## src/service_request_pkg.sv

```systemverilog
/*
 * Shared constants for the service request configuration block and its
 * host strobe decoder.
 * Assumes host bus inputs are already synchronous to clock_in.
 */
package service_request_pkg;
	localparam int ADDR_W = 7;
	localparam logic [6:0] CONFIG_OFFSET = 7'h66;
	localparam logic [6:0] REVISION_OFFSET = 7'h6B;
	// default acknowledge addresses, overridable at the top level
	localparam logic [6:0] MODEM_ACK_OFFSET = 7'h75;
	localparam logic [6:0] TX_ACK_OFFSET = 7'h76;
	localparam logic [6:0] RX_ACK_OFFSET = 7'h77;
	localparam logic [7:0] CONFIG_RESET = 8'h00;
	localparam logic [7:0] REVISION_RESET = 8'h5A; // arbitrary revision value
	localparam logic PACKAGE_TYPE_RESET = 1'b0;
	localparam int PKG_BIT = 7;
	localparam int REGACK_BIT = 6;
	localparam int CHAIN_BIT = 5;
	localparam int GLOBAL_PRI_BIT = 4;
	localparam int FAIR_OVERRIDE_BIT = 3;
	localparam int AUTO_PRI_BIT = 1;
	localparam int ORDER_SEL_BIT = 0;
	localparam logic [1:0] LEVEL_NONE = 2'h0;
	localparam logic [1:0] LEVEL_MODEM = 2'h1;
	localparam logic [1:0] LEVEL_TX = 2'h2;
	localparam logic [1:0] LEVEL_RX = 2'h3;
	localparam logic [2:0] MOD_NONE = 3'h0;
endpackage : service_request_pkg

```

## src/host_strobe.sv

```systemverilog
/*
 * Host strobe decoder: one pulse per read or write access, plus the
 * acknowledge type of the address being read.
 * Assumes chip select and strobes are synchronous, active low.
 */
`timescale 1ns/100ps
module host_strobe #(
	parameter logic [6:0] MODEM_ACK_ADDR = service_request_pkg::MODEM_ACK_OFFSET,
	parameter logic [6:0] TX_ACK_ADDR = service_request_pkg::TX_ACK_OFFSET,
	parameter logic [6:0] RX_ACK_ADDR = service_request_pkg::RX_ACK_OFFSET
) (
	// clock and reset
	input wire logic clock_in,
	input wire logic arst_n_in,
	// host strobes
	input wire logic select_n_in,
	input wire logic read_n_in,
	input wire logic write_n_in,
	input wire logic [6:0] addr_in,
	// decoded
	output logic read_active_out,
	output logic read_start_out,
	output logic write_start_out,
	output logic [1:0] ack_type_out
);
	logic read_act;
	logic write_act;
	logic read_act_q;
	logic write_act_q;

	assign read_act = !select_n_in && !read_n_in;
	assign write_act = !select_n_in && !write_n_in;

	always_ff @(posedge clock_in or negedge arst_n_in)
	begin
		if (!arst_n_in)
		begin
			read_act_q <= 1'b0;
			write_act_q <= 1'b0;
		end
		else
		begin
			read_act_q <= read_act;
			write_act_q <= write_act;
		end
	end

	// held strobes count once: only the leading edge is an event
	assign read_start_out = read_act && !read_act_q;
	assign write_start_out = write_act && !write_act_q;
	assign read_active_out = read_act;

	always_comb
	begin
		if (addr_in == MODEM_ACK_ADDR)
			ack_type_out = service_request_pkg::LEVEL_MODEM;
		else if (addr_in == TX_ACK_ADDR)
			ack_type_out = service_request_pkg::LEVEL_TX;
		else if (addr_in == RX_ACK_ADDR)
			ack_type_out = service_request_pkg::LEVEL_RX;
		else
			ack_type_out = service_request_pkg::LEVEL_NONE;
	end

	single_start_a: assert property (@(posedge clock_in) disable iff (!arst_n_in)
		read_active_out && $past(read_active_out) |-> !read_start_out)
		else $error("read start pulsed twice in one access");
endmodule : host_strobe

```

## src/service_request_config.sv

```systemverilog
/*
 * Global configuration registers and register-based acknowledge logic.
 * Assumes host bus and request inputs are synchronous to clock_in.
 */
`timescale 1ns/100ps
module service_request_config #(
	parameter logic [7:0] REVISION_CODE = service_request_pkg::REVISION_RESET,
	parameter logic PACKAGE_TYPE = service_request_pkg::PACKAGE_TYPE_RESET,
	parameter logic [6:0] MODEM_ACK_ADDR = service_request_pkg::MODEM_ACK_OFFSET,
	parameter logic [6:0] TX_ACK_ADDR = service_request_pkg::TX_ACK_OFFSET,
	parameter logic [6:0] RX_ACK_ADDR = service_request_pkg::RX_ACK_OFFSET
) (
	// clock and reset
	input wire logic clock_in,
	input wire logic arst_n_in,
	input wire logic soft_reset_in,
	// host parallel bus
	input wire logic select_n_in,
	input wire logic read_n_in,
	input wire logic write_n_in,
	input wire logic [6:0] addr_in,
	input wire logic [7:0] data_in,
	output logic [7:0] data_out,
	output logic data_oe_out,
	// service requests and vector
	input wire logic [2:0] pending_req_in,
	input wire logic [2:0] global_req_in,
	input wire logic [7:0] vector_base_in,
	// acknowledge chain
	input wire logic acknowledge_input_n,
	input wire logic [1:0] hw_ack_type_in,
	output logic acknowledge_output_n,
	// acknowledge result
	output logic ack_taken_out,
	output logic [1:0] ack_level_out,
	// priority and fairness controls
	input wire logic [2:0] fair_bits_in,
	output logic [2:0] fair_bits_out,
	output logic automatic_priority_enable,
	output logic priority_order_select,
	output logic global_priority_select
);
	logic read_active;
	logic read_start;
	logic write_start;
	logic [1:0] ack_type;
	logic [7:0] config_q;
	logic [7:0] revision_q;
	logic [7:0] data_q;
	logic ack_taken_q;
	logic [1:0] ack_level_q;
	logic chain_q;
	logic hw_ack_q;
	logic hw_ack_start;
	logic reg_ack;
	logic [1:0] reg_level;
	logic [1:0] hw_level;
	logic register_ack_enable;
	logic register_ack_chain_enable;
	logic fairness_override;

	host_strobe #(
		.MODEM_ACK_ADDR(MODEM_ACK_ADDR),
		.TX_ACK_ADDR(TX_ACK_ADDR),
		.RX_ACK_ADDR(RX_ACK_ADDR)
	) strobe_u (
		.clock_in(clock_in),
		.arst_n_in(arst_n_in),
		.select_n_in(select_n_in),
		.read_n_in(read_n_in),
		.write_n_in(write_n_in),
		.addr_in(addr_in),
		.read_active_out(read_active),
		.read_start_out(read_start),
		.write_start_out(write_start),
		.ack_type_out(ack_type)
	);

	assign register_ack_enable = config_q[service_request_pkg::REGACK_BIT];
	assign register_ack_chain_enable = config_q[service_request_pkg::CHAIN_BIT];
	assign fairness_override = config_q[service_request_pkg::FAIR_OVERRIDE_BIT];
	assign automatic_priority_enable = config_q[service_request_pkg::AUTO_PRI_BIT];
	assign priority_order_select = config_q[service_request_pkg::ORDER_SEL_BIT];
	assign global_priority_select = config_q[service_request_pkg::GLOBAL_PRI_BIT];
	assign fair_bits_out = fairness_override ? 3'h7 : fair_bits_in;

	// level granted for an acknowledge of a given type; 0 means nothing matched
	function automatic logic [1:0] resolve(input logic [1:0] kind, input logic [2:0] pend,
		input logic [2:0] glob, input logic [7:0] cfg);
		logic [2:0] view;
		logic [1:0] pick;
		view = cfg[service_request_pkg::GLOBAL_PRI_BIT] ? glob : pend;
		pick = service_request_pkg::LEVEL_NONE;
		// only modem-type acknowledges are re-prioritised; tx and rx stay specific
		if (kind == service_request_pkg::LEVEL_MODEM && cfg[service_request_pkg::AUTO_PRI_BIT])
		begin
			if (cfg[service_request_pkg::ORDER_SEL_BIT])
				pick = view[0] ? 2'h1 : view[1] ? 2'h2 : view[2] ? 2'h3 : 2'h0;
			else
				pick = view[2] ? 2'h3 : view[1] ? 2'h2 : view[0] ? 2'h1 : 2'h0;
		end
		else
			pick = kind;
		if (pick == service_request_pkg::LEVEL_NONE || !pend[pick - 2'h1])
			pick = service_request_pkg::LEVEL_NONE;
		resolve = pick;
	endfunction : resolve

	function automatic logic [7:0] modify_vector(input logic [7:0] base, input logic [2:0] code);
		modify_vector = {base[7:3], code};
	endfunction : modify_vector

	assign reg_ack = read_start && register_ack_enable && ack_type != 2'h0;
	assign reg_level = resolve(ack_type, pending_req_in, global_req_in, config_q);
	assign hw_ack_start = !acknowledge_input_n && !hw_ack_q;
	assign hw_level = resolve(hw_ack_type_in, pending_req_in, global_req_in, config_q);

	// configuration register: bit 7 is not stored, reserved bit kept as written
	always_ff @(posedge clock_in or negedge arst_n_in)
	begin
		if (!arst_n_in)
			config_q <= service_request_pkg::CONFIG_RESET;
		else if (soft_reset_in)
			config_q <= service_request_pkg::CONFIG_RESET;
		else if (write_start && addr_in == service_request_pkg::CONFIG_OFFSET)
			config_q <= {1'b0, data_in[6:0]};
	end

	// revision storage: reset to REVISION_CODE, host-writable, read back at REVISION_OFFSET
	always_ff @(posedge clock_in or negedge arst_n_in)
	begin
		if (!arst_n_in)
			revision_q <= REVISION_CODE;
		else if (soft_reset_in)
			revision_q <= REVISION_CODE;
		else if (write_start && addr_in == service_request_pkg::REVISION_OFFSET)
			revision_q <= data_in;
	end

	// read data and register acknowledge, captured once at access start
	always_ff @(posedge clock_in or negedge arst_n_in)
	begin
		if (!arst_n_in)
		begin
			data_q <= 8'h00;
			chain_q <= 1'b0;
		end
		else if (read_start)
		begin
			chain_q <= 1'b0;
			if (addr_in == service_request_pkg::CONFIG_OFFSET)
				data_q <= {PACKAGE_TYPE, config_q[6:0]};
			else if (addr_in == service_request_pkg::REVISION_OFFSET)
				data_q <= revision_q;
			else if (reg_ack && reg_level != 2'h0)
				data_q <= modify_vector(vector_base_in, {1'b0, reg_level});
			else if (reg_ack && register_ack_chain_enable)
			begin
				data_q <= 8'h00;
				chain_q <= 1'b1;
			end
			else if (reg_ack)
				data_q <= modify_vector(vector_base_in, service_request_pkg::MOD_NONE);
			else
				data_q <= 8'h00; // zero data while register ack is off or the address is no ack address
		end
		else if (!read_active)
			chain_q <= 1'b0;
	end

	// acknowledge result from either path; hardware path stays live
	always_ff @(posedge clock_in or negedge arst_n_in)
	begin
		if (!arst_n_in)
		begin
			hw_ack_q <= 1'b0;
			ack_taken_q <= 1'b0;
			ack_level_q <= service_request_pkg::LEVEL_NONE;
		end
		else
		begin
			hw_ack_q <= !acknowledge_input_n;
			ack_taken_q <= 1'b0;
			if (reg_ack && (reg_level != 2'h0 || !register_ack_chain_enable))
			begin
				ack_taken_q <= 1'b1;
				ack_level_q <= reg_level;
			end
			else if (hw_ack_start && hw_level != 2'h0)
			begin
				ack_taken_q <= 1'b1;
				ack_level_q <= hw_level;
			end
		end
	end

	assign data_out = data_q;
	assign data_oe_out = read_active && !read_start && !chain_q;
	assign acknowledge_output_n = !chain_q;
	assign ack_taken_out = ack_taken_q;
	assign ack_level_out = ack_level_q;

	pkg_bit_fixed_a: assert property (@(posedge clock_in) disable iff (!arst_n_in)
		read_start && addr_in == service_request_pkg::CONFIG_OFFSET
		|=> data_out[7] == PACKAGE_TYPE)
		else $error("package type bit not fixed");
	reset_clears_cfg_a: assert property (@(posedge clock_in) disable iff (!arst_n_in)
		soft_reset_in |=> config_q == 8'h00 && revision_q == REVISION_CODE)
		else $error("soft reset did not restore registers");
	revision_hold_a: assert property (@(posedge clock_in) disable iff (!arst_n_in)
		!soft_reset_in && !(write_start && addr_in == service_request_pkg::REVISION_OFFSET)
		|=> $stable(revision_q))
		else $error("revision register changed without write or reset");
	no_ack_disabled_a: assert property (@(posedge clock_in) disable iff (!arst_n_in)
		read_start && !register_ack_enable && !hw_ack_start |=> !ack_taken_out)
		else $error("ack taken while register ack disabled");
	reg_ack_taken_a: assert property (@(posedge clock_in) disable iff (!arst_n_in)
		reg_ack && reg_level != 2'h0 |=> ack_taken_out && ack_level_out == $past(reg_level))
		else $error("register ack not taken");
	vector_match_a: assert property (@(posedge clock_in) disable iff (!arst_n_in)
		reg_ack && reg_level != 2'h0 |=> data_out[2:0] == {1'b0, $past(reg_level)})
		else $error("vector modification code wrong");
	chain_pass_a: assert property (@(posedge clock_in) disable iff (!arst_n_in)
		reg_ack && reg_level == 2'h0 && register_ack_chain_enable
		|=> !acknowledge_output_n && !data_oe_out)
		else $error("unmatched chained ack not passed on");
	unchained_take_a: assert property (@(posedge clock_in) disable iff (!arst_n_in)
		reg_ack && reg_level == 2'h0 && !register_ack_chain_enable
		|=> ack_taken_out && ack_level_out == 2'h0 && data_out[2:0] == 3'h0)
		else $error("unchained unmatched ack handled wrongly");
	fair_force_a: assert property (@(posedge clock_in) disable iff (!arst_n_in)
		fairness_override |-> fair_bits_out == 3'h7)
		else $error("fairness bits not forced");
	hw_ack_live_a: assert property (@(posedge clock_in) disable iff (!arst_n_in)
		hw_ack_start && hw_level != 2'h0 && !reg_ack |=> ack_taken_out)
		else $error("hardware acknowledge ignored");

	reg_ack_c: cover property (@(posedge clock_in) disable iff (!arst_n_in)
		reg_ack && reg_level != 2'h0);
	chain_c: cover property (@(posedge clock_in) disable iff (!arst_n_in)
		reg_ack && reg_level == 2'h0 && register_ack_chain_enable);
	hw_ack_c: cover property (@(posedge clock_in) disable iff (!arst_n_in)
		hw_ack_start && register_ack_enable);
endmodule : service_request_config

```

## config.mk

```make
export PLATFORM = sky130hd
export DESIGN_NAME = service_request_config
export DESIGN_NICKNAME = d
export VERILOG_FILES = /design/src/service_request_pkg.sv /design/src/host_strobe.sv /design/src/service_request_config.sv
export SDC_FILE = /design/constraint.sdc
export NUM_CORES = 1
export LEC_CHECK = 0
export ABC_AREA = 1
export BUFFER_PORTS_ARGS = -buffer_cell sky130_fd_sc_hd__buf_4
export CAP_MARGIN = 20
export CORE_MARGIN = 1.5
export CORE_UTILIZATION = 31
export DETAILED_ROUTE_END_ITERATION = 10
export GPL_ROUTABILITY_DRIVEN = 0
export SETUP_SLACK_MARGIN = 0.05
export SYNTH_ARGS = -nofsm -noshare
export SYNTH_HDL_FRONTEND = slang
export SYNTH_SLANG_ARGS = --single-unit
```

## constraint.sdc

```tcl
create_clock -name clock_in -period 6.6 [get_ports clock_in]
set_input_delay 1.32 -clock clock_in [delete_from_list [all_inputs] [get_ports clock_in]]
set_output_delay 1.32 -clock clock_in [all_outputs]
set_load 0.01 [all_outputs]
```

==> metrics.json <==
{
  "antenna_violating_nets_post_route": {"value": 0},
  "crit-reg2reg-launch": {"value": "config_q[4]$_DFFE_PN0P_"},
  "mostFrequentLayoutCells": {"value": "62 x nand2_1, 56 x buf_4, 40 x inv_1"},
  "worst_ir_drop_vdd": {"value": 0.0906, "unit": "mV"},
  "postCtsSetupRepairBufs": {"value": 0},
  "worst_r2r_path_depth": {"value": 16},
  "synthDistinctLibCells": {"value": 33},
  "cp_max_fo": {"value": 5},
  "layout.cells.most_common": {"value": "nand2_1"},
  "post-route-period-util": {"value": 49.3, "unit": "%"},
  "synth.ff_latch_count": {"value": 30},
  "timing.final.max_slew_violations": {"value": 0},
  "syn2layout_area_growth": {"value": 33.1, "unit": "%"},
  "leakagePower": {"value": 1.26, "unit": "nW"},
  "setup_slack_of_the_worst_register_to_register_path": {"value": 4.07, "unit": "ns"},
  "yosys_warnings": {"value": 0},
  "relSlewSlack": {"value": 57.0, "unit": "%"},
  "hpwl": {"value": 3540, "unit": "um"},
  "antenna_violations_before_repair": {"value": 0},
  "totalPowerFinal": {"value": 0.000422, "unit": "W"},
  "coreArea": {"value": 0.00557, "unit": "mm2"},
  "crit_path_end_kind": {"value": "flop"},
  "remaining_global_route_overflow": {"value": 0},
  "clkSinkCount": {"value": 30},
  "min_path_type": {"value": "flop to flop"},
  "grt_pass1_wl": {"value": 7450, "unit": "um"},
  "diodes": {"value": 0},
  "wl_per_cell": {"value": 11.9, "unit": "um"},
  "synth.cell_area": {"value": 0.00180, "unit": "mm2"},
  "fillerInstances": {"value": 606},
  "synth_fp_nets": {"value": 285},
  "final_core_util": {"value": 43.1, "unit": "%"},
  "critPathLaunchType": {"value": "primary input"},
  "crit_path_start": {"value": "addr_in[3]"},
  "setup_cp_type": {"value": "primary input to flop"},
  "power.density": {"value": 176, "unit": "mW/mm2"},
  "port_buffers": {"value": 56},
  "instance_count_of_the_mapped_netlist": {"value": 242},
  "dp_cell_count": {"value": 368},
  "detail_route.first_pass.iterations": {"value": 4},
  "io_pins": {"value": 60},
  "via_count": {"value": 1733},
  "worstMarginPinSlew": {"value": 0.639, "unit": "ns"},
  "max_cap_viol_count": {"value": 0},
  "period_needed": {"value": 3.26, "unit": "ns"},
  "cts.root.buffer_cell": {"value": "clkbuf_8"},
  "fin_nets": {"value": 346},
  "initial_utilization": {"value": 32.3, "unit": "%"},
  "yosysSeqAreaShare": {"value": 41.9, "unit": "%"},
  "peak_clock_frequency_supported_by_timing": {"value": 0.307, "unit": "GHz"},
  "cts_buffer_depth": {"value": 2},
  "layoutNonFillerInstCount": {"value": 376},
  "final.setup.tns": {"value": 0, "unit": "ns"},
  "cts.hold.buffers_added": {"value": 0},
  "syn-mean-instance-area": {"value": 7.45, "unit": "um2"},
  "finClkSkew": {"value": 0.00566, "unit": "ns"},
  "drt_iter0_drc": {"value": 73},
  "synth-main-ff-cell": {"value": "dfrtp_1"},
  "cts_buffers": {"value": 5},
  "detail_route.drc_violations": {"value": 0},
  "grt_max_degree": {"value": 31},
  "async_reset_ff_share": {"value": 100, "unit": "%"},
  "synth_edf_count": {"value": 0},
  "cp-endpoint": {"value": "data_out[0]$_DFFE_PN0P_"},
  "ctsHtreeMaxLevel": {"value": 2},
  "die-width": {"value": 79.3, "unit": "um"},
  "grt_pass1_vias": {"value": 1653},
  "full_die_area": {"value": 0.00628, "unit": "mm2"},
  "crit-reg2reg-capture": {"value": "data_out[0]$_DFFE_PN0P_"},
  "worst_skew_pair.late_latency": {"value": 0.28, "unit": "ns"},
  "status": {"value": "complete, no violations"},
  "layout-drive-gt1-share": {"value": 30.3, "unit": "%"},
  "cts-resized-gates": {"value": 0},
  "worst_ep_arrival_time": {"value": 3.48, "unit": "ns"},
  "drt-total-wl": {"value": 4480, "unit": "um"},
  "rsz0062_at_grt": {"value": "no"},
  "setup_viol": {"value": 0},
  "worst_ep_required_time": {"value": 6.82, "unit": "ns"},
  "rows": {"value": 27},
  "clk_pin_slew": {"value": 0.07, "unit": "ns"},
  "groute.usage.overall": {"value": 15.2, "unit": "%"},
  "post_detailed_route_via_to_cell_ratio": {"value": 4.61},
  "fin_worst_hold_slack": {"value": 0.483, "unit": "ns"},
  "cts_tree": {"value": "done"},
  "floorplan.die.height": {"value": 79.3, "unit": "um"},
  "finalHoldViolCount": {"value": 0}
}
-- registers in the layout (all words and copies together), names as in the netlist --
register	cells
config_q	7
ack_taken_out	1
strobe_u.write_act_q	1
chain_q	1
strobe_u.read_act_q	1
hw_ack_q	1
revision_q	8
data_out	8
ack_level_out	2
-- cells by family after synthesis --
group	count (synthesis)	synth area share (%)
adder cells (fa/ha/maj)	2	1.39
AO/OA/AOI/OAI	33	12.1
AND/OR/NAND/NOR	131	34.9
flip-flops	30	41.9
buffers and inverters	46	9.65
-- routing by layer --
layer,routed length [um],track usage [%],up-vias
li1,-,-,901
met2,2080,24.9,33
met5,0,0,-
met1,2180,20.2,792
met4,49,3.68,0
met3,170,3.56,7
-- layout make-up --
class	instances	area (um2)	share of cell area, %
clock buffers	6	82.6	3.44
clock inverters	2	12.5	0.521
inverters	44	165	6.88
multi-input cells	166	873	36.4
flip-flops and latches	30	756	31.5
well taps	72	90.1	3.75
repair buffers	56	420	17.5
-- power by group --
part	internal, W	leakage, nW	switching [W]	total (W)
clock network	0.0000837	0.0472	0.0000707	0.000154
logic	0.0000334	0.819	0.0000365	0.0000699
registers	0.000193	0.390	0.00000522	0.000198
-- how the worst min path moves through the flow --
stage / cells after the start / slack, ns / start / to
floorplan: 2 / 0.44 / revision_q[0]$_DFFE_PN0P_ / revision_q[0]$_DFFE_PN0P_
global placement: 2 / 0.46 / revision_q[0]$_DFFE_PN0P_ / revision_q[0]$_DFFE_PN0P_
detailed placement: 2 / 0.47 / revision_q[0]$_DFFE_PN0P_ / revision_q[0]$_DFFE_PN0P_
CTS: 2 / 0.49 / revision_q[0]$_DFFE_PN0P_ / revision_q[0]$_DFFE_PN0P_
global route: 2 / 0.51 / data_out[7]$_DFFE_PN0P_ / data_out[7]$_DFFE_PN0P_
finish: 2 / 0.48 / revision_q[6]$_DFFE_PN1P_ / revision_q[6]$_DFFE_PN1P_
-- cells in the mapped netlist (2+ instances only) --
cell type  count  area [um2]
nand2_1       62         233
inv_1         40         150
nand3_1       27         135
dfrtp_1       26         651
nor2_1        18        67.6
o21ai_0       15        75.1
nand2_2        6        37.5
dfstp_2        4         105
inv_2          4        15.0
o21ai_1        4        20.0
a22oi_1        3        22.5
nor3_1         3        15.0
o22ai_1        3        18.8
or2_2          3        18.8
a21oi_1        2        10.0
ha_1           2        25.0
nand2_4        2        22.5
nand4_1        2        12.5
o2111ai_1      2        17.5
-- critical path, cell delays in order --
cell      delay [ns]
buf_4           0.11
inv_1           0.10
nand3_1         0.12
nor2_4          0.15
nand2_1         0.06
o21ai_1         0.36
inv_1           0.09
ha_1            0.34
inv_1           0.08
a21oi_4         0.21
nand2_1         0.08
nor2_1          0.10
nand3_1         0.10
nand3b_1        0.13
o21ai_1         0.07
inv_1           0.06
-- per-stage QoR --
| step | instance area (um2) | worst slack, ns |
|---|---|---|
| after floorplan | 1800 | 3.42 |
| after global placement | 2300 | 3.12 |
| after detailed placement | 2300 | 3.07 |
| after CTS | 2400 | 3.35 |
| after global routing | 2400 | 3.13 |
| final | 2400 | 3.34 |
(Power assumes the default switching activity.)
